## src/shared/bstap_pkg.sv

```systemverilog
// Purpose: Shared constants and types for the boundary-scan access port link
// Assumes: Both ends run on clock_in at 25 MHz
// Notes:   Instruction register is 10 bits wide
package bstap_pkg;

  // ----------------------------------------------------------------------
  // Instruction register
  // ----------------------------------------------------------------------
  localparam int        BSTAP_IR_W       = 10;
  localparam logic [9:0] BSTAP_IR_CAPTURE = 10'h155;
  localparam logic [9:0] BSTAP_IR_BYPASS  = 10'h3ff;
  localparam logic [9:0] BSTAP_IR_SAMPLE  = 10'h005;
  localparam logic [9:0] BSTAP_IR_EXTEST  = 10'h00f;
  localparam logic [9:0] BSTAP_IR_RESET   = 10'h3ff;

  // ----------------------------------------------------------------------
  // Boundary register and timing
  // ----------------------------------------------------------------------
  localparam int         BSTAP_PINS      = 4;
  localparam int         BSTAP_CLK_NS    = 40;
  localparam int         BSTAP_TCK_NS    = 320;
  localparam int         BSTAP_HALF_CYC  = (BSTAP_TCK_NS / BSTAP_CLK_NS) / 2;
  localparam logic [7:0] BSTAP_HALF_CNT  = 8'(BSTAP_HALF_CYC);
  localparam int         BSTAP_FIFO_DEPTH = 8;

  typedef enum logic [3:0] {
    BSTAP_RESET, BSTAP_IDLE, BSTAP_SEL_DR, BSTAP_CAP_DR, BSTAP_SH_DR, BSTAP_EX1_DR,
    BSTAP_PAU_DR, BSTAP_EX2_DR, BSTAP_UPD_DR, BSTAP_SEL_IR, BSTAP_CAP_IR,
    BSTAP_SH_IR, BSTAP_EX1_IR, BSTAP_PAU_IR, BSTAP_EX2_IR, BSTAP_UPD_IR
  } bstap_state_t;

  // Standard sixteen-state step on one mode-select level
  function automatic bstap_state_t bstap_next(input bstap_state_t s, input logic m);
    case (s)
      BSTAP_RESET:  bstap_next = m ? BSTAP_RESET  : BSTAP_IDLE;
      BSTAP_IDLE:   bstap_next = m ? BSTAP_SEL_DR : BSTAP_IDLE;
      BSTAP_SEL_DR: bstap_next = m ? BSTAP_SEL_IR : BSTAP_CAP_DR;
      BSTAP_CAP_DR: bstap_next = m ? BSTAP_EX1_DR : BSTAP_SH_DR;
      BSTAP_SH_DR:  bstap_next = m ? BSTAP_EX1_DR : BSTAP_SH_DR;
      BSTAP_EX1_DR: bstap_next = m ? BSTAP_UPD_DR : BSTAP_PAU_DR;
      BSTAP_PAU_DR: bstap_next = m ? BSTAP_EX2_DR : BSTAP_PAU_DR;
      BSTAP_EX2_DR: bstap_next = m ? BSTAP_UPD_DR : BSTAP_SH_DR;
      BSTAP_UPD_DR: bstap_next = m ? BSTAP_SEL_DR : BSTAP_IDLE;
      BSTAP_SEL_IR: bstap_next = m ? BSTAP_RESET  : BSTAP_CAP_IR;
      BSTAP_CAP_IR: bstap_next = m ? BSTAP_EX1_IR : BSTAP_SH_IR;
      BSTAP_SH_IR:  bstap_next = m ? BSTAP_EX1_IR : BSTAP_SH_IR;
      BSTAP_EX1_IR: bstap_next = m ? BSTAP_UPD_IR : BSTAP_PAU_IR;
      BSTAP_PAU_IR: bstap_next = m ? BSTAP_EX2_IR : BSTAP_PAU_IR;
      BSTAP_EX2_IR: bstap_next = m ? BSTAP_UPD_IR : BSTAP_SH_IR;
      default:      bstap_next = m ? BSTAP_SEL_DR : BSTAP_IDLE;
    endcase
  endfunction

endpackage
```

## src/shared/bstap_if.sv

```systemverilog
// Purpose: Four-wire scan link between tester and device
// Assumes: Tester drives clock, mode select and data in
// Notes:   Data out is a level; no clocking block
`timescale 1ns/1ps
interface bstap_if;
  logic tck;
  logic tms;
  logic tdi;
  logic tdo;

  modport tester (output tck, output tms, output tdi, input tdo);
  modport device (input tck, input tms, input tdi, output tdo);
endinterface

```

## src/hdl/bstap_fifo.sv

```systemverilog
// Purpose: Small flip-flop FIFO with valid and ready on both sides
// Assumes: One clock, synchronous active-low reset
// Notes:   Depth must be a power of two
`timescale 1ns/1ps
module bstap_fifo #(
  parameter int WIDTH = 8,
  parameter int DEPTH = 8
) (
  input  wire logic             clock_in,
  input  wire logic             rst_n_in,
  input  wire logic             in_valid_in,
  output logic                  in_ready_out,
  input  wire logic [WIDTH-1:0] in_data_in,
  output logic                  out_valid_out,
  input  wire logic             out_ready_in,
  output logic      [WIDTH-1:0] out_data_out
);
  localparam int AW = $clog2(DEPTH);

  typedef struct packed {
    logic [DEPTH-1:0][WIDTH-1:0] mem;
    logic [AW:0]                 wr;
    logic [AW:0]                 rd;
  } bstap_fifo_t;

  bstap_fifo_t st;
  bstap_fifo_t next_st;
  logic        full;
  logic        empty;

  assign full          = (st.wr[AW] != st.rd[AW]) && (st.wr[AW-1:0] == st.rd[AW-1:0]);
  assign empty         = (st.wr == st.rd);
  assign in_ready_out  = !full;
  assign out_valid_out = !empty;
  assign out_data_out  = st.mem[st.rd[AW-1:0]];

  always_comb begin
    next_st = st;
    if (in_valid_in && !full) begin
      next_st.mem[st.wr[AW-1:0]] = in_data_in;
      next_st.wr                 = st.wr + 1'b1;
    end
    if (out_ready_in && !empty) begin
      next_st.rd = st.rd + 1'b1;
    end
  end

  always_ff @(posedge clock_in) begin
    if (!rst_n_in) begin
      st <= '0;
    end else begin
      st <= next_st;
    end
  end
endmodule

```

## src/hdl/bstap_tester.sv

```systemverilog
// Purpose: Tester end: walks the controller and shifts instruction or data words
// Assumes: Scan clock made here by dividing clock_in
// Notes:   Commands pass through an eight-word FIFO
`timescale 1ns/1ps
module bstap_tester
  import bstap_pkg::*;
#(
  parameter int LEN_W = 6
) (
  input  wire logic             clock_in,
  input  wire logic             rst_n_in,
  bstap_if.tester               link,
  input  wire logic             cmd_valid_in,
  output logic                  cmd_ready_out,
  input  wire logic             cmd_is_ir_in,
  input  wire logic [LEN_W-1:0] cmd_len_in,
  input  wire logic [31:0]      cmd_data_in,
  output logic                  rsp_valid_out,
  output logic      [31:0]      rsp_data_out
);
  localparam int CW = 1 + LEN_W + 32;

  typedef enum logic [2:0] {T_RESET, T_IDLE, T_WALK, T_SHIFT, T_EXIT} bstap_tst_state_t;

  typedef struct packed {
    bstap_tst_state_t ph;
    logic [7:0]       div;
    logic             tck;
    logic [4:0]       seq;
    logic [2:0]       nseq;
    logic [LEN_W-1:0] cnt;
    logic [LEN_W-1:0] len;
    logic [31:0]      sh;
    logic [31:0]      cap;
    logic             tms;
    logic             tdi;
    logic [1:0]       tdo_sync;
    logic             rsp_valid;
    logic [31:0]      rsp;
  } bstap_tst_t;

  bstap_tst_t    st;
  bstap_tst_t    next_st;
  logic          f_valid;
  logic          f_ready;
  logic [CW-1:0] f_data;
  logic          rise;

  bstap_fifo #(.WIDTH(CW), .DEPTH(BSTAP_FIFO_DEPTH)) u_fifo (
    .clock_in      (clock_in),
    .rst_n_in      (rst_n_in),
    .in_valid_in   (cmd_valid_in),
    .in_ready_out  (cmd_ready_out),
    .in_data_in    ({cmd_is_ir_in, cmd_len_in, cmd_data_in}),
    .out_valid_out (f_valid),
    .out_ready_in  (f_ready),
    .out_data_out  (f_data)
  );

  assign link.tck      = st.tck;
  assign link.tms      = st.tms;
  assign link.tdi      = st.tdi;
  assign rsp_valid_out = st.rsp_valid;
  assign rsp_data_out  = st.rsp;
  assign rise          = (st.div == BSTAP_HALF_CNT - 8'h01) && !st.tck;
  assign f_ready       = rise && (st.ph == T_IDLE);

  // -----------------------------------------------------------------------
  // Divider and sequencer; mode and data move with the clock's rise, which
  // is safe only because the far end sees all three after the same two stages
  // -----------------------------------------------------------------------
  always_comb begin
    next_st           = st;
    next_st.rsp_valid = 1'b0;
    next_st.tdo_sync  = {st.tdo_sync[0], link.tdo};
    next_st.div       = st.div + 8'h01;
    if (st.div == BSTAP_HALF_CNT - 8'h01) begin
      next_st.div = 8'h00;
      next_st.tck = !st.tck;
    end
    if (rise) begin
      case (st.ph)
        T_RESET: begin
          next_st.tms = 1'b0;
          next_st.ph  = T_IDLE;
        end
        T_IDLE: begin
          next_st.tms = 1'b0;
          if (f_valid) begin
            // From idle: 1,1,0,0 to instruction shift, 1,0,0 to data shift
            next_st.seq  = f_data[CW-1] ? 5'h03 : 5'h01;
            next_st.nseq = f_data[CW-1] ? 3'h4 : 3'h3;
            next_st.len  = f_data[32 +: LEN_W];
            next_st.cnt  = f_data[32 +: LEN_W];
            next_st.sh   = f_data[31:0];
            next_st.cap  = 32'h0000_0000;
            next_st.tms  = f_data[CW-1] ? 1'b1 : 1'b1;
            next_st.ph   = T_WALK;
          end
        end
        T_WALK: begin
          next_st.nseq = st.nseq - 3'h1;
          next_st.seq  = {1'b0, st.seq[4:1]};
          next_st.tms  = st.seq[1];
          if (st.nseq == 3'h1) begin
            next_st.tdi = st.sh[0];
            next_st.tms = (st.len == LEN_W'(1));
            next_st.ph  = T_SHIFT;
          end
        end
        T_SHIFT: begin
          // Data out sampled on the rise; the level taken changed on the fall before the prior one
          next_st.cap = {st.tdo_sync[1], st.cap[31:1]};
          next_st.sh  = {1'b0, st.sh[31:1]};
          next_st.tdi = st.sh[1];
          next_st.cnt = st.cnt - 1'b1;
          next_st.tms = (st.cnt == LEN_W'(2));
          if (st.cnt == LEN_W'(1)) begin
            next_st.tms = 1'b1;
            next_st.ph  = T_EXIT;
          end
        end
        default: begin
          // Exit to update, then back to idle
          next_st.tms       = 1'b0;
          next_st.ph        = T_IDLE;
          next_st.rsp_valid = 1'b1;
          // One bit wider than the length, or 32 itself would wrap to zero
          next_st.rsp       = st.cap >> ((LEN_W+1)'(32) - {1'b0, st.len});
        end
      endcase
    end
  end

  // Idle ties on the link: mode select high, clock low
  always_ff @(posedge clock_in) begin
    if (!rst_n_in) begin
      st     <= '0;
      st.tms <= 1'b1;
      st.tdi <= 1'b1;
      st.tck <= 1'b0;
      st.ph  <= T_RESET;
    end else begin
      st <= next_st;
    end
  end
endmodule

```

## src/flat_wrapper.sv

```systemverilog
// flat-port wrapper written by rule: the top's interface ports become plain ports
module bstap_tester_flat import bstap_pkg::*;
#(
  parameter int LEN_W = 6
)
  (clock_in, rst_n_in, cmd_valid_in, cmd_ready_out, cmd_is_ir_in, cmd_len_in, cmd_data_in, rsp_valid_out, rsp_data_out, link_tck, link_tms, link_tdi, link_tdo);
  bstap_if link_i ();
  input  wire logic clock_in;
  input  wire logic rst_n_in;
  input  wire logic cmd_valid_in;
  output logic cmd_ready_out;
  input  wire logic cmd_is_ir_in;
  input  wire logic [LEN_W-1:0] cmd_len_in;
  input  wire logic [31:0] cmd_data_in;
  output logic rsp_valid_out;
  output logic      [31:0] rsp_data_out;
  output wire logic [$bits(link_i.tck)-1:0] link_tck;
  output wire logic [$bits(link_i.tms)-1:0] link_tms;
  output wire logic [$bits(link_i.tdi)-1:0] link_tdi;
  input wire logic [$bits(link_i.tdo)-1:0] link_tdo;
  assign link_tck = link_i.tck;
  assign link_tms = link_i.tms;
  assign link_tdi = link_i.tdi;
  assign link_i.tdo = link_tdo;
  bstap_tester #(.LEN_W(LEN_W)) u_core (.clock_in(clock_in), .rst_n_in(rst_n_in), .link(link_i), .cmd_valid_in(cmd_valid_in), .cmd_ready_out(cmd_ready_out), .cmd_is_ir_in(cmd_is_ir_in), .cmd_len_in(cmd_len_in), .cmd_data_in(cmd_data_in), .rsp_valid_out(rsp_valid_out), .rsp_data_out(rsp_data_out));
endmodule
```

## config.mk

```make
export PLATFORM = sky130hd
export DESIGN_NAME = bstap_tester_flat
export DESIGN_NICKNAME = d
export VERILOG_FILES = /design/src/shared/bstap_pkg.sv /design/src/shared/bstap_if.sv /design/src/hdl/bstap_fifo.sv /design/src/hdl/bstap_tester.sv /design/src/flat_wrapper.sv
export SDC_FILE = /design/constraint.sdc
export NUM_CORES = 1
export LEC_CHECK = 0
export BUFFER_PORTS_ARGS = -buffer_cell sky130_fd_sc_hd__buf_2
export CORE_MARGIN = 8
export CORE_UTILIZATION = 39
export DETAILED_ROUTE_END_ITERATION = 7
export PLACE_DENSITY_LB_ADDON = 0.15
export SLEW_MARGIN = 0
export SYNTH_ARGS = -nofsm -noshare
export SYNTH_HDL_FRONTEND = slang
export SYNTH_SLANG_ARGS = --single-unit
```

## constraint.sdc

```tcl
create_clock -name clock_in -period 6 [get_ports clock_in]
set_input_delay 0.6 -clock clock_in [delete_from_list [all_inputs] [get_ports clock_in]]
set_output_delay 0.6 -clock clock_in [all_outputs]
set_load 0.05 [all_outputs]
```

==> impl_metrics.ini <==
[timing]
period_share_pct = 58.1
finalHoldViolCount = 0
setup_viol = 0
report.final.slew_viol_count = 0
tightest_slew_ps = 1250
layout_min_cycle_time_ps = 3480
fin_tns_setup_ps = 0
worst_clock_skew_ps = 36.1
relSlewSlack_pct = 16.9
fmax_mhz = 287
rsz0062_at_grt = false

[clock_tree]
cts_sinks = 449
cts_resized = 0
cts_made_buffers = 50
postCtsSetupBuffers = 0
cts_tree = yes
clk_latency_ps = 600
cts_hold_buf = 0
clk_path_buf_depth = 3
clk_pin_slew_ps = 60
htree_levels = 2
cts_root_buffer = clkbuf_16

[logic_synthesis]
syn_nets = 2463
async_flop_share_pct = 0
synthSimpleGateAreaFrac_pct = 19.1
syn_area_mm2 = 0.0209
synth_ff_type = dfxtp_1
ys_seq_elements = 449
synth_compound_area_share_pct = 14.3
yosys-top-cells-area = dfxtp_1, nand2_1, mux4_2
synth_xor_area_share_pct = 0.939
synth_edf_count = 0
synth_fa_ha_area_share_pct = 0.598
yosysSeqAreaShare_pct = 43.0
synth_most_common_cell = nand2_1
synth_top_area_share_pct = 43.0
synth_common_cells = nand2_1, dfxtp_1, a21oi_1, nor2_1, clkbuf_1
synth.distinct_cells = 74
synth_top_family_by_area = simple AND/OR/NAND/NOR gates
syn_inst = 2410
synth_top_cell_by_area = dfxtp_1
yosysWarnings = 0
synth_mux_area_share_pct = 15.5
avgSynthCellArea_um2 = 8.68

[final_layout]
syn_to_final_growth_pct = 9.37
layout.nets = 2370
register_area_mm2 = 0.00900
nFillCells = 5219
diodes = 0
drive_gt1_share_pct = 14.9
multi_input_area_mm2 = 0.0106
fin_cells = 3052
final_area_mm2 = 0.0229

[setup_path]
cpMaxStageDelayCell = ha_1
critPathLaunchType = flip-flop
worst-path-buf-inv = 2
endpoint_kind = flip-flop
cp.required_ps = 6480
crit_type = flip-flop to flip-flop
worstPathMaxFanout = 25
cpPeakStageDelay_ps = 790
critPathArrivalTime_ps = 3970
critPathTopFamily = buffers and inverters
worstPathCellList = inv_1 > ha_1 > buf_4 > mux2_2 > mux4_2 > nor2_1 > o22ai_1 > a22o_1

[status]
status = finished, final reports clean

[detailed_routing]
top_layer_used = met5
wl_met1_um = 28000
met3WireLength_um = 3910
ant_nets = 0
met2_wirelength_um = 30200
wire_per_inst_um = 20.8
drt_first_pass_iters = 5
vias_per_cell = 5.58
wirelength_um = 63500
drc_errors = 0
num_vias = 17000
drt_iter0_drc = 1642

[floorplanning]
start_util_pct = 39.2
dieArea_mm2 = 0.0613
die_x_um = 248
num_io_pins = 80
rows = 85
die_h_um = 248
core_mm2 = 0.0534

[pwr]
switchingPower_mw = 1.53
pwr-share-clk_pct = 48.4
internal_power_mw = 5.02
power_leakage_nw = 7.90
netSwitchingFraction_pct = 23.3
combinationalPowerShare_pct = 5.0
pwr-share-seq_pct = 46.6
peakVddDrop_uv = 195
p_per_area_mw_per_mm2 = 286

[grt]
grt_max_degree = 151
grtUsageTotal_pct = 20.3
grt_pass1_vias = 16500
grt_pass1_wl_um = 98100
gr-total-overflow = 0
antenna_found_initial = 3

[placed_design]
detailed_place.area_mm2 = 0.0212
place.gp.congestion = 0.908
port_buffers = 79
dp.cells = 2961
dp_hpwl_um = 36000

[hold_path]
hold_path.class = input port to flip-flop

[run]
cap_violations = 0
-- cell families (layout without fill, tap and decap cells) --
| logic type | Yosys count | count (layout) |
|---|---|---|
| compound gates | 512 | 512 |
| buf+inv | 271 | 217 |
| simple gates | 957 | 957 |
| mux | 192 | 192 |
| xor+xnor | 19 | 19 |
| fa+ha+maj | 10 | 10 |
| flops | 449 | 449 |
-- registers in the layout, summed over array words and instances (netlist names) --
signal,cells
u_core.u_fifo.st,320
u_core.st,92
u_core.rsp_data_out,32
u_core.link.tck,1
u_core.link.tdi,1
u_core.link.tms,1
u_core.next_st,1
u_core.rsp_valid_out,1
-- cells in the final DEF, fill, tap and decap left out, types with 27 or more instances in the layout --
cell type | Yosys | layout
buf_4 | 53 | 34
nor2_1 | 134 | 133
nand2_1 | 695 | 695
clkbuf_16 | 0 | 50
buf_2 | 60 | 79
a211oi_1 | 40 | 40
o21ai_0 | 27 | 27
dfxtp_1 | 449 | 447
mux2i_1 | 74 | 74
mux4_2 | 104 | 104
a21oi_1 | 336 | 336
nor3_1 | 41 | 40
a22oi_1 | 35 | 35
-- worst paths after layout --
path                                 start  slack, ps                              endpoint  depth (start not counted)
max            u_core.st[101]$_SDFFE_PN0P_       2520  u_core.rsp_data_out[10]$_SDFFE_PN0P_                          8
min                               link_tdo        250         u_core.next_st[34]$_SDFF_PN0_                          2
min reg2reg  u_core.next_st[34]$_SDFF_PN0_        440              u_core.st[34]$_SDFF_PN0_                          1
max reg2reg    u_core.st[101]$_SDFFE_PN0P_       2520  u_core.rsp_data_out[10]$_SDFFE_PN0P_                          8
-- power by group through the flow --
stage	Clock [mW]	Sequential [mW]	Combinational [mW]
floorplan	0	3.11	0.234
global placement	0	3.11	0.322
detailed placement	0	3.12	0.328
CTS	3.24	3.05	0.329
global route	3.36	3.06	0.358
finish	3.17	3.05	0.329
-- metal layers --
| metal | vias to the layer above | global-route usage, % |
|---|---|---|
| li1 | 8096 | - |
| met1 | 8288 | 27.1 |
| met4 | 6 | 5.54 |
| met3 | 101 | 3.24 |
| met5 | - | 0 |
| met2 | 551 | 33.9 |
-- final cells by class --
| type | instances | area share (%) |
|---|---|---|
| clock buffer | 77 | 6.44 |
| clock inverter | 14 | 0.979 |
| multi-input combinational | 1690 | 46.3 |
| tap | 696 | 3.81 |
| inverter | 12 | 0.230 |
| sequential | 449 | 39.3 |
| timing repair buffer | 114 | 2.93 |
-- per-stage QoR --
| stage | utilization [%] | hold WS [ps] | power (mW) | setup slack [ps] |
|---|---|---|---|---|
| 2_1_floorplan | - | 412 | 3.35 | 3190 |
| 3_3_place_gp | 39.7 | 425 | 3.44 | 2560 |
| 3_5_place_dp | 39.7 | 421 | 3.45 | 2510 |
| 4_1_cts | 42.9 | 220 | 6.62 | 2530 |
| 5_1_grt | 42.9 | 245 | 6.78 | 2270 |
| 6_report | 42.9 | 252 | 6.55 | 2520 |
No activity file was read; power rests on OpenSTA's default activity.
